[config.mk]
export PLATFORM = sky130hd
export DESIGN_NAME = tcc_timer16
export DESIGN_NICKNAME = d
export VERILOG_FILES = /design/src/logic/tcc_pkg.sv /design/src/logic/tcc_noise_filter.sv /design/src/logic/tcc_timer16.sv
export SDC_FILE = /design/constraint.sdc
export NUM_CORES = 1
export LEC_CHECK = 0
export BUFFER_PORTS_ARGS = -buffer_cell sky130_fd_sc_hd__buf_2
export CORE_MARGIN = 2
export CORE_UTILIZATION = 38
export CTS_BUF_LIST = sky130_fd_sc_hd__clkbuf_4
export CTS_CLUSTER_DIAMETER = 150
export DETAILED_ROUTE_END_ITERATION = 7
export GPL_TIMING_DRIVEN = 0
export PLACE_DENSITY_LB_ADDON = 0.2
export SLEW_MARGIN = 20
export SYNTH_ARGS = -nofsm -noshare
export SYNTH_HDL_FRONTEND = slang
export SYNTH_HIERARCHICAL = 1
export SYNTH_SLANG_ARGS = --single-unit
[constraint.sdc]
create_clock -name aclk -period 9.4 [get_ports aclk]
set_input_delay 0.47 -clock aclk [delete_from_list [all_inputs] [get_ports aclk]]
set_output_delay 0.47 -clock aclk [all_outputs]
set_load 0.05 [all_outputs]
[src/logic/tcc_pkg.sv]
// Operation
// [RL1] Counter seen as two byte locations
// [RL2] High location reaches holding byte only
// [RL3] Low read loads, low write commits
// [RL4] One holding byte shared by all
// [RL5] Software masks interrupts during pairs
// [RL6] Clock select zero stops counting
// [RL7] CPU count write beats counting
// [RL8] Tick clears, increments or decrements
// [RL9] Overflow flag per mode, interrupt capable
// [RL10] Selected edge copies count to capture
// [RL11] Capture flag set with copy
// [RL12] Flag cleared by service or one
// [RL13] Capture low read feeds holding byte
// [RL14] Capture writable only in top modes
// [RL15] Software writes high before low
// [RL16] Select bit routes comparator output
// [RL17] Source switch may capture; clear flag
// [RL18] Filter changes after four equal samples
// [RL19] Filter adds four system cycles
// [RL20] Capture off in capture-top modes
// [RL21] Pin driven by software captures too
// [RL22] New capture overwrites old value
// [RL23] Software flips edge for duty cycle
// [RL24] Bottom is zero, maximum all ones
// [RL25] Top fixed, compare or capture value
// [RL26] Edge bit picks rising or falling
package tcc_pkg;
  // Register byte offsets
  localparam logic [7:0] OFS_CTRL_A = 8'h00;
  localparam logic [7:0] OFS_CTRL_B = 8'h04;
  localparam logic [7:0] OFS_CNT_LO = 8'h08;
  localparam logic [7:0] OFS_CNT_HI = 8'h0C;
  localparam logic [7:0] OFS_CAP_LO = 8'h10;
  localparam logic [7:0] OFS_CAP_HI = 8'h14;
  localparam logic [7:0] OFS_CMP_LO = 8'h18;
  localparam logic [7:0] OFS_CMP_HI = 8'h1C;
  localparam logic [7:0] OFS_FLAGS = 8'h20;
  localparam logic [7:0] OFS_IRQ_EN = 8'h24;
  localparam logic [7:0] OFS_CMP_CTRL = 8'h28;
  // Field positions
  localparam int CA_WGM = 0;
  localparam int CB_CS = 0;
  localparam int CB_WGM = 3;
  localparam int CB_EDGE = 6;
  localparam int CB_FILT = 7;
  localparam int FL_OVF = 0;
  localparam int FL_CAP = 1;
  localparam int CC_SEL = 0;
  // Reset value of all state
  localparam logic [7:0] RST_BYTE = 8'h00;
  // Count landmarks
  localparam logic [15:0] CNT_BOTTOM = 16'h0000;
  localparam logic [15:0] CNT_MAX = 16'hFFFF;
  localparam logic [15:0] TOP_8 = 16'h00FF;
  localparam logic [15:0] TOP_9 = 16'h01FF;
  localparam logic [15:0] TOP_10 = 16'h03FF;
  // Filter depth in system clock samples
  localparam int FILT_SAMPLES = 4;
  // AXI responses
  localparam logic [1:0] RESP_OKAY = 2'h0;
  localparam logic [1:0] RESP_SLVERR = 2'h2;

  typedef enum logic {DIR_UP, DIR_DOWN} tcc_dir_t;
  typedef enum logic [1:0] {KIND_NORMAL, KIND_CTC, KIND_FAST, KIND_DUAL} tcc_kind_t;

  // Counting style of a waveform mode
  function automatic tcc_kind_t mode_kind(input logic [3:0] m);
    case (m)
      4'h4, 4'hC: mode_kind = KIND_CTC;
      4'h5, 4'h6, 4'h7, 4'hE, 4'hF: mode_kind = KIND_FAST;
      4'h1, 4'h2, 4'h3, 4'h8, 4'h9, 4'hA, 4'hB: mode_kind = KIND_DUAL;
      default: mode_kind = KIND_NORMAL;
    endcase
  endfunction

  // Modes whose top is the capture register
  function automatic logic icr_top(input logic [3:0] m);
    case (m)
      4'h8, 4'hA, 4'hC, 4'hE: icr_top = 1'b1;
      default: icr_top = 1'b0;
    endcase
  endfunction

  // Top value of a waveform mode
  function automatic logic [15:0] mode_top(input logic [3:0] m,
                                           input logic [15:0] icr,
                                           input logic [15:0] ocr);
    if (icr_top(m)) begin
      mode_top = icr;
    end else begin
      case (m)
        4'h1, 4'h5: mode_top = TOP_8;
        4'h2, 4'h6: mode_top = TOP_9;
        4'h3, 4'h7: mode_top = TOP_10;
        4'h4, 4'h9, 4'hB, 4'hF: mode_top = ocr;
        default: mode_top = CNT_MAX;
      endcase
    end
  endfunction
endpackage

[src/logic/tcc_noise_filter.sv]
`timescale 1ns/100ps
module tcc_noise_filter (
  // Clock and reset
  input wire logic aclk,
  input wire logic aresetn,
  // Raw and filtered level
  input wire logic sample_in,
  output logic filt_out
);
  import tcc_pkg::*;

  typedef struct packed {
    logic [FILT_SAMPLES-1:0] hist;
    logic out;
  } tcc_filt_t;

  tcc_filt_t s_reg;
  tcc_filt_t s_next;

  // Output follows only a unanimous history
  always_comb begin
    s_next = s_reg;
    s_next.hist = {s_reg.hist[FILT_SAMPLES-2:0], sample_in};
    if (&s_reg.hist) begin
      s_next.out = 1'b1; // [RL18]
    end else if (~|s_reg.hist) begin
      s_next.out = 1'b0; // [RL18]
    end
  end

  // State register
  always_ff @(posedge aclk) begin
    if (!aresetn) begin
      s_reg <= '0;
    end else begin
      s_reg <= s_next;
    end
  end

  assign filt_out = s_reg.out;
endmodule

[src/logic/tcc_timer16.sv]
`timescale 1ns/100ps
module tcc_timer16 (
  // Clock and reset
  input wire logic aclk,
  input wire logic aresetn,
  // AXI4-Lite write address and data
  input wire logic [7:0] s_axi_awaddr,
  input wire logic s_axi_awvalid,
  output logic s_axi_awready,
  input wire logic [31:0] s_axi_wdata,
  input wire logic [3:0] s_axi_wstrb,
  input wire logic s_axi_wvalid,
  output logic s_axi_wready,
  // AXI4-Lite write response
  output logic [1:0] s_axi_bresp,
  output logic s_axi_bvalid,
  input wire logic s_axi_bready,
  // AXI4-Lite read
  input wire logic [7:0] s_axi_araddr,
  input wire logic s_axi_arvalid,
  output logic s_axi_arready,
  output logic [31:0] s_axi_rdata,
  output logic [1:0] s_axi_rresp,
  output logic s_axi_rvalid,
  input wire logic s_axi_rready,
  // Prescaled tick and capture sources
  input wire logic timer_tick,
  input wire logic capture_pin,
  input wire logic comparator_output,
  // Interrupt requests and service acknowledges
  output logic overflow_irq,
  output logic capture_irq,
  input wire logic overflow_irq_ack,
  input wire logic capture_irq_ack,
  // Count landmarks
  output logic [15:0] count_value,
  output logic count_bottom,
  output logic count_max,
  output logic count_top
);
  import tcc_pkg::*;

  typedef struct packed {
    logic [3:0] wgm;
    logic [2:0] cs;
    logic edge_rise;
    logic filt_en;
    logic cmp_sel;
    logic ovf_ie;
    logic cap_ie;
    logic ovf_flag;
    logic cap_flag;
    logic [7:0] temp;
    logic [15:0] count;
    logic [15:0] capture;
    logic [15:0] cmpa;
    tcc_dir_t dir;
    logic raw_smp;
    logic src_prev;
    logic aw_full;
    logic [7:0] aw_addr;
    logic w_full;
    logic [7:0] w_data;
    logic w_lane0;
    logic bvalid;
    logic [1:0] bresp;
    logic rvalid;
    logic [7:0] rdata;
    logic [1:0] rresp;
  } tcc_state_t;

  tcc_state_t s_reg;
  tcc_state_t s_next;

  logic [15:0] top;
  tcc_kind_t kind;
  logic advance;
  logic ovf_set;
  logic cap_on;
  logic cap_src;
  logic filt_lvl;
  logic cap_lvl;
  logic cap_evt;
  logic do_write;
  logic do_read;
  logic ovf_clr;
  logic cap_clr;

  // Source select ahead of the filter; a software-driven pin level counts too
  assign cap_src = s_reg.cmp_sel ? comparator_output : capture_pin; // [RL16] [RL21]

  tcc_noise_filter u_filt (
    .aclk(aclk),
    .aresetn(aresetn),
    .sample_in(cap_src),
    .filt_out(filt_lvl)
  );

  // Mode decode and edge detection
  assign kind = mode_kind(s_reg.wgm);
  assign top = mode_top(s_reg.wgm, s_reg.capture, s_reg.cmpa); // [RL25]
  assign advance = timer_tick && (s_reg.cs != 3'h0); // [RL6]
  assign cap_on = !icr_top(s_reg.wgm); // [RL20]
  assign cap_lvl = s_reg.filt_en ? filt_lvl : s_reg.raw_smp; // [RL19]
  assign cap_evt = cap_on && (s_reg.edge_rise ? (cap_lvl && !s_reg.src_prev)
                                              : (!cap_lvl && s_reg.src_prev)); // [RL26]
  assign do_write = s_reg.aw_full && s_reg.w_full && !s_reg.bvalid;
  assign do_read = s_axi_arvalid && !s_reg.rvalid;

  // Bus handshakes and outputs
  assign s_axi_awready = !s_reg.aw_full;
  assign s_axi_wready = !s_reg.w_full;
  assign s_axi_arready = !s_reg.rvalid;
  assign s_axi_bvalid = s_reg.bvalid;
  assign s_axi_bresp = s_reg.bresp;
  assign s_axi_rvalid = s_reg.rvalid;
  assign s_axi_rresp = s_reg.rresp;
  assign s_axi_rdata = {24'h000000, s_reg.rdata};
  assign overflow_irq = s_reg.ovf_flag && s_reg.ovf_ie; // [RL9]
  assign capture_irq = s_reg.cap_flag && s_reg.cap_ie; // [RL12]
  assign count_value = s_reg.count;
  assign count_bottom = s_reg.count == CNT_BOTTOM; // [RL24]
  assign count_max = s_reg.count == CNT_MAX; // [RL24]
  assign count_top = s_reg.count == top;

  // Next state: counting, capture, then bus side effects
  always_comb begin
    s_next = s_reg;
    ovf_set = 1'b0;
    ovf_clr = overflow_irq_ack;
    cap_clr = capture_irq_ack; // [RL12]
    s_next.raw_smp = cap_src;
    s_next.src_prev = cap_lvl; // A source switch can look like an edge [RL17]
    // Counter sequence per mode
    if (advance) begin
      case (kind)
        KIND_NORMAL: begin
          s_next.count = s_reg.count + 16'h0001; // [RL8]
          ovf_set = s_reg.count == CNT_MAX; // [RL9]
        end
        KIND_CTC: begin
          if (s_reg.count == top) begin
            s_next.count = CNT_BOTTOM; // [RL8]
          end else begin
            s_next.count = s_reg.count + 16'h0001;
          end
          ovf_set = s_reg.count == CNT_MAX;
        end
        KIND_FAST: begin
          if (s_reg.count >= top) begin
            s_next.count = CNT_BOTTOM;
            ovf_set = 1'b1; // [RL9]
          end else begin
            s_next.count = s_reg.count + 16'h0001;
          end
        end
        KIND_DUAL: begin
          if (s_reg.dir == DIR_UP) begin
            if (s_reg.count >= top) begin
              s_next.dir = DIR_DOWN;
              s_next.count = s_reg.count - 16'h0001; // [RL8]
            end else begin
              s_next.count = s_reg.count + 16'h0001;
            end
          end else if (s_reg.count == CNT_BOTTOM) begin
            s_next.dir = DIR_UP;
            s_next.count = s_reg.count + 16'h0001;
            ovf_set = 1'b1; // [RL9]
          end else begin
            s_next.count = s_reg.count - 16'h0001;
          end
        end
        default: s_next.count = s_reg.count;
      endcase
    end
    // Capture overwrites any unread value
    if (cap_evt) begin
      s_next.capture = s_reg.count; // [RL10] [RL22]
    end
    // Write address and data are taken in either order
    if (s_axi_awvalid && !s_reg.aw_full) begin
      s_next.aw_full = 1'b1;
      s_next.aw_addr = s_axi_awaddr;
    end
    if (s_axi_wvalid && !s_reg.w_full) begin
      s_next.w_full = 1'b1;
      s_next.w_data = s_axi_wdata[7:0];
      s_next.w_lane0 = s_axi_wstrb[0];
    end
    if (s_reg.bvalid && s_axi_bready) begin
      s_next.bvalid = 1'b0;
    end
    // Register write once both halves are held
    if (do_write) begin
      s_next.aw_full = 1'b0;
      s_next.w_full = 1'b0;
      s_next.bvalid = 1'b1;
      s_next.bresp = RESP_OKAY;
      if (s_reg.w_lane0) begin
        case ({s_reg.aw_addr[7:2], 2'b00})
          OFS_CTRL_A: s_next.wgm[1:0] = s_reg.w_data[CA_WGM +: 2];
          OFS_CTRL_B: begin
            s_next.cs = s_reg.w_data[CB_CS +: 3];
            s_next.wgm[3:2] = s_reg.w_data[CB_WGM +: 2];
            s_next.edge_rise = s_reg.w_data[CB_EDGE];
            s_next.filt_en = s_reg.w_data[CB_FILT];
          end
          OFS_CNT_LO: begin
            s_next.count = {s_reg.temp, s_reg.w_data}; // [RL3] [RL7]
            s_next.dir = s_reg.dir;
          end
          OFS_CNT_HI, OFS_CAP_HI, OFS_CMP_HI: s_next.temp = s_reg.w_data; // [RL2] [RL4]
          OFS_CAP_LO: begin
            if (icr_top(s_reg.wgm)) begin
              s_next.capture = {s_reg.temp, s_reg.w_data}; // [RL14]
            end
          end
          OFS_CMP_LO: s_next.cmpa = {s_reg.temp, s_reg.w_data};
          OFS_FLAGS: begin
            ovf_clr = ovf_clr || s_reg.w_data[FL_OVF];
            cap_clr = cap_clr || s_reg.w_data[FL_CAP]; // [RL12]
          end
          OFS_IRQ_EN: begin
            s_next.ovf_ie = s_reg.w_data[FL_OVF];
            s_next.cap_ie = s_reg.w_data[FL_CAP];
          end
          OFS_CMP_CTRL: s_next.cmp_sel = s_reg.w_data[CC_SEL]; // [RL16]
          default: s_next.bresp = RESP_SLVERR;
        endcase
      end
    end
    // Flags: a setting event wins over a clear
    s_next.ovf_flag = (s_reg.ovf_flag && !ovf_clr) || ovf_set; // [RL9]
    s_next.cap_flag = (s_reg.cap_flag && !cap_clr) || cap_evt; // [RL11]
    // Read channel
    if (s_reg.rvalid && s_axi_rready) begin
      s_next.rvalid = 1'b0;
    end
    if (do_read) begin
      s_next.rvalid = 1'b1;
      s_next.rresp = RESP_OKAY;
      s_next.rdata = RST_BYTE;
      case ({s_axi_araddr[7:2], 2'b00})
        OFS_CTRL_A: s_next.rdata[CA_WGM +: 2] = s_reg.wgm[1:0];
        OFS_CTRL_B: begin
          s_next.rdata[CB_CS +: 3] = s_reg.cs;
          s_next.rdata[CB_WGM +: 2] = s_reg.wgm[3:2];
          s_next.rdata[CB_EDGE] = s_reg.edge_rise;
          s_next.rdata[CB_FILT] = s_reg.filt_en;
        end
        OFS_CNT_LO: begin
          s_next.rdata = s_reg.count[7:0];
          s_next.temp = s_reg.count[15:8]; // [RL3] [RL1]
        end
        OFS_CNT_HI, OFS_CAP_HI: s_next.rdata = s_reg.temp; // [RL2] [RL13]
        OFS_CAP_LO: begin
          s_next.rdata = s_reg.capture[7:0];
          s_next.temp = s_reg.capture[15:8]; // [RL13]
        end
        OFS_CMP_LO: s_next.rdata = s_reg.cmpa[7:0];
        OFS_CMP_HI: s_next.rdata = s_reg.cmpa[15:8];
        OFS_FLAGS: begin
          s_next.rdata[FL_OVF] = s_reg.ovf_flag;
          s_next.rdata[FL_CAP] = s_reg.cap_flag;
        end
        OFS_IRQ_EN: begin
          s_next.rdata[FL_OVF] = s_reg.ovf_ie;
          s_next.rdata[FL_CAP] = s_reg.cap_ie;
        end
        OFS_CMP_CTRL: s_next.rdata[CC_SEL] = s_reg.cmp_sel;
        default: s_next.rresp = RESP_SLVERR;
      endcase
    end
  end

  // State register with synchronous reset
  always_ff @(posedge aclk) begin
    if (!aresetn) begin
      s_reg <= '0;
    end else begin
      s_reg <= s_next;
    end
  end

  // Helper that marks a count-low write in the current cycle
  logic cnt_wr;
  assign cnt_wr = do_write && s_reg.w_lane0 &&
                  ({s_reg.aw_addr[7:2], 2'b00} == OFS_CNT_LO);
endmodule

==> impl_metrics.env, run 1 <==
export IMPL_seq_power_share_pct=56.8
export IMPL_worst_pin_slew_ns=1.11
export IMPL_routabilityCongestion=0.992
export IMPL_total_switching_power_mw=0.269
export IMPL_post_cts_setup_buffers=0
export IMPL_finalMaxSlewViolations=0
export IMPL_areaGrowthSynthToFinish_pct=12.0
export IMPL_timing_setup_tns_ns=0
export IMPL_global_route_wire_length_before_repair_mm=38.0
export IMPL_total_power_mw=0.831
export IMPL_io_pin_count=126
export IMPL_instances_no_fill=1232
export IMPL_yosys_most_used_dff="sky130_fd_sc_hd__dfxtp_1"
export IMPL_final_period_utilization_pct=50.3
export IMPL_globalRouteTotalUtil_pct=24.8
export IMPL_yosys_cell_count_top_type="sky130_fd_sc_hd__nand2_1"
export IMPL_fmax_ghz=0.212
export IMPL_p_leak_nw=3.57
export IMPL_internal_power_consumption_mw=0.562
export IMPL_worstPathCellList="clkbuf_1 > buf_1 > o21ai_1 > o22ai_1 > nand2_1 > o21ai_0 > ha_1 > a21oi_1 > o21ai_0 > a221o_1 > nor4_2 > nor2_2 > a211oi_1 > o211ai_1"
export IMPL_vdd_ir_drop_worst_uv=114
export IMPL_cts_max_path_buffers=2
export IMPL_fp_dieArea_um2=20000
export IMPL_clk_pin_slew_worst_paths_ns=0.20
export IMPL_die_w_um=141
export IMPL_ant_diodes=0
export IMPL_p_sw_share_pct=32.4
export IMPL_power_frac_clock_pct=29.4
export IMPL_worst_endpoint_arrival_ns=5.15
export IMPL_synth_seq_cells=107
export IMPL_post_synth_instance_area_um2=7180
export IMPL_critical_path_buf_inv_count=2
export IMPL_synthDistinctLibCells=69
export IMPL_start_kind="flop"
export IMPL_pin_count_of_the_biggest_net_entering_global_routing=20
export IMPL_pwr_share_comb_pct=13.8
export IMPL_synthTopCellsByArea="sky130_fd_sc_hd__dfxtp_1 (30%), sky130_fd_sc_hd__mux2i_1 (7.0%), sky130_fd_sc_hd__buf_4 (6.0%)"
export IMPL_critical_path_depth=14
export IMPL_drt_pass1_iterations=5
export IMPL_postSynth_asyncResetShare_pct=0
export IMPL_floorplan_core_area_um2=18600
export IMPL_critical_path_peak_fanout=10
export IMPL_largest_register_ffs=74
export IMPL_numPortBuffers=67
export IMPL_critical_path_class="flop to flop"
export IMPL_period_minus_slack_ns=4.73
export IMPL_cts_repair_resized=0
export IMPL_number_of_enable_flip_flop_cells_after_synthesis=0
export IMPL_slew_headroom_pct=25.7
export IMPL_synth_largest_area_cell="sky130_fd_sc_hd__dfxtp_1"
export IMPL_max_cap_viol_count=0
export IMPL_first_global_vias=6427
export IMPL_holdCritPathClass="primary input to flop"
export IMPL_cpPeakStageDelay_ns=0.77
export IMPL_grt_overflow_total=0
export IMPL_grt_setup_unrepaired="false"
export IMPL_synth_warn=6
export IMPL_tritoncts_num_buffers=9
export IMPL_detailed_place_hpwl_mm=19.2
export IMPL_cts_sink_count=107
export IMPL_detailroute_via_count=7028
export IMPL_drt_initial_drc_count=618
export IMPL_worst_clock_skew_ns=0.0236
export IMPL_cts_tree="yes"
export IMPL_initial_utilization_pct=38.5
export IMPL_setup_worst_path_end_class="flop"
export IMPL_core_rowCount=50
export IMPL_drive_gt1_share_pct=18.4
export IMPL_status="finished, final reports clean"
export IMPL_setup_reg_to_reg_worst_slack_ns=4.67
export IMPL_drtAntennaViolNets=0
export IMPL_wirelength_mm=24.8
export IMPL_cts_hold_fix_buffers=0
export IMPL_worst_r2r_path_depth=14
export IMPL_clock_tree_root_cell="sky130_fd_sc_hd__clkbuf_4"
export IMPL_antenna_found_initial=0
export IMPL_library_cell_contributing_the_largest_single_delay_on_the_critical_path="sky130_fd_sc_hd__nor4_2"
export IMPL_cp_data_required_time_ns=9.82
export IMPL_rr_startpoint="s_reg[102]"
export IMPL_die_height_um=141
export IMPL_crit_reg2reg_capture="count_value[11]"
export IMPL_synth_top_cell_area_share_pct=29.9
export IMPL_postSynthAreaPerCell_um2=8.06
export IMPL_final_hold_violation_count=0
export IMPL_synth_top_cells_by_count="sky130_fd_sc_hd__nand2_1 (108), sky130_fd_sc_hd__dfxtp_1 (107), sky130_fd_sc_hd__buf_4 (57), sky130_fd_sc_hd__clkbuf_1 (50), sky130_fd_sc_hd__mux2i_1 (50)"
export IMPL_worst_setup_path_endpoint="count_value[11]"
export IMPL_sequential_cell_area_fraction_in_the_yosys_report_pct=29.9
export IMPL_fin_worst_hold_slack_ns=0.155
export IMPL_timing_final_setup_violations=0
export IMPL_vias_per_cell=5.70
export IMPL_cp_common_cell="sky130_fd_sc_hd__o21ai_0"
export IMPL_detail_route_drc_violations=0
export IMPL_design_final_nets=1076
export IMPL_netlist_instances=890
export IMPL_worstHoldPathCells=3
export IMPL_crit_start="s_reg[102]"
export IMPL_timing_critical_path_max_delay_family="compound AO/OA/AOI/OAI gates"
export IMPL_ctsHtreeMaxLevel=3
export IMPL_post_drt_wl_per_cell_um=20.1
export IMPL_clk_latency_ns=0.53
export IMPL_dp_cells=1216
export IMPL_power_density_nw_per_um2=103
==> area by class of cell <==
cell class	count	area, um2
plain buffers	123	693
clock buffers	10	75.1
clock inverters	6	58.8
fillers	1993	10600
inverters	15	56.3
multi-input cells	670	4380
flip-flops and latches	107	2140
well taps	234	293
repair buffers	67	335
==> metal layers <==
| metal | global-route usage, % | up-vias | share of wire [%] |
|---|---|---|---|
| li1 | - | 3364 | - |
| met1 | 33.3 | 3250 | 43 |
| met2 | 39.3 | 356 | 45 |
| met3 | 5.03 | 58 | 8.3 |
| met4 | 9.68 | 0 | 3.5 |
| met5 | 0 | - | 0 |
==> cells by family after synthesis <==
logic type	synth area share [%]
buffers and inverters	10.4
muxes	8.54
adders and majority gates	3.31
xor gates and xnor gates	1.10
other	0.0523
and+or+nand+nor	22.4
AOI/OAI and AO/OA	24.3
DFF	29.9
==> power by group through the flow <==
stage	clock (mW)	combinational, mW	sequential (mW)
global placement	0	0.114	0.481
global route	0.262	0.124	0.473
CTS	0.247	0.115	0.472
floorplan	0	0.0863	0.479
detailed placement	0	0.114	0.481
finish	0.244	0.115	0.472
==> cells in the final DEF (no fill, tap or decap), types with 8 or more instances in the layout <==
cell type                  instances
sky130_fd_sc_hd__clkbuf_1         50
sky130_fd_sc_hd__o21ai_1          11
sky130_fd_sc_hd__inv_1            13
sky130_fd_sc_hd__o21ai_0          42
sky130_fd_sc_hd__mux2i_1          50
sky130_fd_sc_hd__buf_2            75
sky130_fd_sc_hd__a31oi_1          15
sky130_fd_sc_hd__conb_1           26
sky130_fd_sc_hd__nor2_1           41
sky130_fd_sc_hd__nor3_1           10
sky130_fd_sc_hd__a21oi_1          40
sky130_fd_sc_hd__buf_4            57
sky130_fd_sc_hd__clkbuf_4         10
sky130_fd_sc_hd__mux2_2            9
sky130_fd_sc_hd__nand4_1           8
sky130_fd_sc_hd__nand3_1          23
sky130_fd_sc_hd__a21boi_0         22
sky130_fd_sc_hd__a221oi_1         13
sky130_fd_sc_hd__and2_1           17
sky130_fd_sc_hd__o211a_1          18
sky130_fd_sc_hd__o211ai_1         14
sky130_fd_sc_hd__nor2b_1          34
sky130_fd_sc_hd__o22ai_1          20
sky130_fd_sc_hd__a211oi_1         13
sky130_fd_sc_hd__dfxtp_1         107
sky130_fd_sc_hd__nand2_1         108
sky130_fd_sc_hd__a22oi_1          15
sky130_fd_sc_hd__ha_1             19
==> worst min path at each step <==
stage,from,end,slack [ns]
finish,s_axi_awvalid,s_reg[32],0.15
global route,s_axi_awvalid,s_reg[32],0.14
CTS,s_axi_awvalid,s_reg[32],0.14
detailed placement,s_axi_bresp[1],s_axi_bresp[1],0.47
global placement,s_axi_bresp[1],s_axi_bresp[1],0.47
floorplan,s_axi_bresp[1],s_axi_bresp[1],0.44
==> tightest hold or removal path, cell delays in order <==
cell	delay [ns]
sky130_fd_sc_hd__buf_2	0.08
sky130_fd_sc_hd__nor2_1	0.03
sky130_fd_sc_hd__nor2_1	0.06
==> stage by stage <==
step / instance area [um2] / worst slack, ns / util [%]
after global routing: 8040 / 4.42 / 43.1
after floorplan: 7270 / 5.24 / -
after global placement: 7900 / 4.91 / 42.4
after detailed placement: 7900 / 4.92 / 42.4
final: 8040 / 4.67 / 43.1
after CTS: 8040 / 4.86 / 43.1
(Power assumes the default switching activity.)
==> inputs of run 2 (changes only) <==
==> constraint.sdc (replaced) <==
create_clock -name aclk -period 4.7 [get_ports aclk]
set_input_delay 0.235 -clock aclk [delete_from_list [all_inputs] [get_ports aclk]]
set_output_delay 0.235 -clock aclk [all_outputs]
set_load 0.05 [all_outputs]
==> run 2 against run 1 <==
Against the previous run: setup slack got worse by 4.3 ns; die area stayed put; via count up 1.8%; sequential cell count unchanged; non-clock buffer count rose by 23; wire length increased by 1.0%; hold slack got worse by 0.12 ns; critical endpoint is now count_value[9].
==> impl_metrics.env, run 2 (synthesized netlist as in run 1, its figures left out) <==
export IMPL_ctsHtreeMaxLevel=3
export IMPL_detailroute_via_count=7156
export IMPL_clk_latency_ns=0.53
export IMPL_period_minus_slack_ns=4.37
export IMPL_detailed_place_hpwl_mm=19.2
export IMPL_worst_endpoint_arrival_ns=4.77
export IMPL_timing_setup_tns_ns=0
export IMPL_worst_pin_slew_ns=1.09
export IMPL_mostFrequentLayoutCell="sky130_fd_sc_hd__nand2_1"
export IMPL_final_hold_violation_count=0
export IMPL_total_power_mw=1.68
export IMPL_antenna_found_initial=0
export IMPL_design_final_nets=1099
export IMPL_post_drt_wl_per_cell_um=19.9
export IMPL_final_cell_mix="sky130_fd_sc_hd__nand2_1 (108), sky130_fd_sc_hd__dfxtp_1 (107), sky130_fd_sc_hd__buf_2 (75), sky130_fd_sc_hd__buf_4 (57), sky130_fd_sc_hd__mux2i_1 (50)"
export IMPL_floorplan_core_area_um2=18600
export IMPL_holdCritPathClass="primary input to flop"
export IMPL_drt_initial_drc_count=639
export IMPL_fmax_ghz=0.229
export IMPL_finalMaxSlewViolations=0
export IMPL_fin_worst_hold_slack_ns=0.0312
export IMPL_vdd_ir_drop_worst_uv=227
export IMPL_initial_utilization_pct=38.5
export IMPL_core_rowCount=50
export IMPL_start_kind="flop"
export IMPL_areaGrowthSynthToFinish_pct=15.4
export IMPL_drt_pass1_iterations=7
export IMPL_detail_route_drc_violations=0
export IMPL_critical_path_class="flop to flop"
export IMPL_instances_no_fill=1255
export IMPL_drtAntennaViolNets=0
export IMPL_global_route_wire_length_before_repair_mm=38.4
export IMPL_post_place_ws_ns=0.216
export IMPL_drive_gt1_share_pct=18.2
export IMPL_tritoncts_num_buffers=9
export IMPL_crit_start="s_reg[104]"
export IMPL_cts_tree="yes"
export IMPL_grt_setup_unrepaired="false"
export IMPL_dp_cells=1216
export IMPL_p_leak_nw=3.68
export IMPL_rr_startpoint="s_reg[104]"
export IMPL_cp_data_required_time_ns=5.10
export IMPL_largest_register_ffs=74
export IMPL_vias_per_cell=5.70
export IMPL_critical_path_peak_fanout=10
export IMPL_hold_crit_start="s_axi_araddr[7]"
export IMPL_status="finished, final reports clean"
export IMPL_die_height_um=141
export IMPL_setup_reg_to_reg_worst_slack_ns=0.33
export IMPL_clock_tree_root_cell="sky130_fd_sc_hd__clkbuf_4"
export IMPL_nFillCells=1952
export IMPL_cts_sink_count=107
export IMPL_wirelength_mm=25.0
export IMPL_worst_clock_skew_ns=0.0265
export IMPL_final_period_utilization_pct=92.9
export IMPL_finalWorstSetupSlack_ns=0.332
export IMPL_ant_diodes=0
export IMPL_pin_count_of_the_biggest_net_entering_global_routing=20
export IMPL_max_cap_viol_count=0
export IMPL_die_w_um=141
export IMPL_setup_worst_path_end_class="flop"
export IMPL_routabilityCongestion=0.992
export IMPL_power_density_nw_per_um2=203
export IMPL_cts_max_path_buffers=2
export IMPL_grt_overflow_total=0
export IMPL_globalRouteTotalUtil_pct=25.1
export IMPL_first_global_vias=6567
export IMPL_slew_headroom_pct=26.9
export IMPL_fp_dieArea_um2=20000
export IMPL_io_pin_count=126
export IMPL_numPortBuffers=67
export IMPL_clk_pin_slew_worst_paths_ns=0.20
export IMPL_post_cts_setup_buffers=0
export IMPL_timing_final_setup_violations=0
==> run 2: metrics by stage <==
stage | utilization (%) | cell area [um2]
final | 44.4 | 8280
after global routing | 44.4 | 8280
after CTS | 44.3 | 8270
after detailed placement | 42.4 | 7900
after global placement | 42.4 | 7900
after floorplan | - | 7270
==> run 2: worst paths after layout <==
check,endpoint,cells after the start
worst max-delay path,count_value[9],15
worst min-delay path,s_axi_rresp[1],3
worst max register to register,count_value[9],15
worst min register to register,s_axi_rdata[0],2
==> run 2: cell type report <==
cell class	instances	area (um2)	area share (%)
multi-input cells	670	4400	53.1
repair buffers	90	566	6.83
clock buffers	10	75.1	0.907
flip-flops and latches	107	2140	25.9
inverters	15	56.3	0.680
plain buffers	123	694	8.39
clock inverters	6	58.8	0.710
well taps	234	293	3.54
==> run 2: worst max-delay path, cell delays in order, from the launching register on <==
cell	delay, ns
sky130_fd_sc_hd__dfxtp_1	0.42
sky130_fd_sc_hd__clkbuf_1	0.42
sky130_fd_sc_hd__inv_1	0.26
sky130_fd_sc_hd__o21ai_2	0.35
sky130_fd_sc_hd__o22ai_1	0.14
sky130_fd_sc_hd__nand2_1	0.08
sky130_fd_sc_hd__o21ai_0	0.12
sky130_fd_sc_hd__ha_1	0.34
sky130_fd_sc_hd__nand4_1	0.21
sky130_fd_sc_hd__or3_1	0.41
sky130_fd_sc_hd__a21oi_1	0.38
sky130_fd_sc_hd__o31a_1	0.23
sky130_fd_sc_hd__buf_2	0.27
sky130_fd_sc_hd__o22ai_1	0.16
sky130_fd_sc_hd__a32oi_1	0.28
sky130_fd_sc_hd__a31oi_1	0.13
==> run 2: timing repair <==
| item | in CTS | in global routing |
|---|---|---|
| setup endpoints to repair | 0 | 15 |
| resized for setup | 0 | 4 |
| hold endpoints to repair | 26 | 0 |
| hold buffers | 23 | 0 |
==> run 2: where the power goes <==
group / internal (mW) / total, mW / switching [mW]
Combinational: 0.0842 / 0.246 / 0.162
Sequential: 0.926 / 0.944 / 0.0184
Clock: 0.127 / 0.488 / 0.362
Total: 1.14 / 1.68 / 0.542
==> run 2: per-layer routing <==
metal / wire (um) / part of all wire (%) / track usage [%] / up-vias
li1: - / - / - / 3407
met1: 10800 / 43 / 33.4 / 3376
met4: 898 / 3.6 / 10.4 / 0
met5: 0 / 0 / 0 / -
met2: 11500 / 46 / 39.8 / 310
met3: 1840 / 7.3 / 4.83 / 63
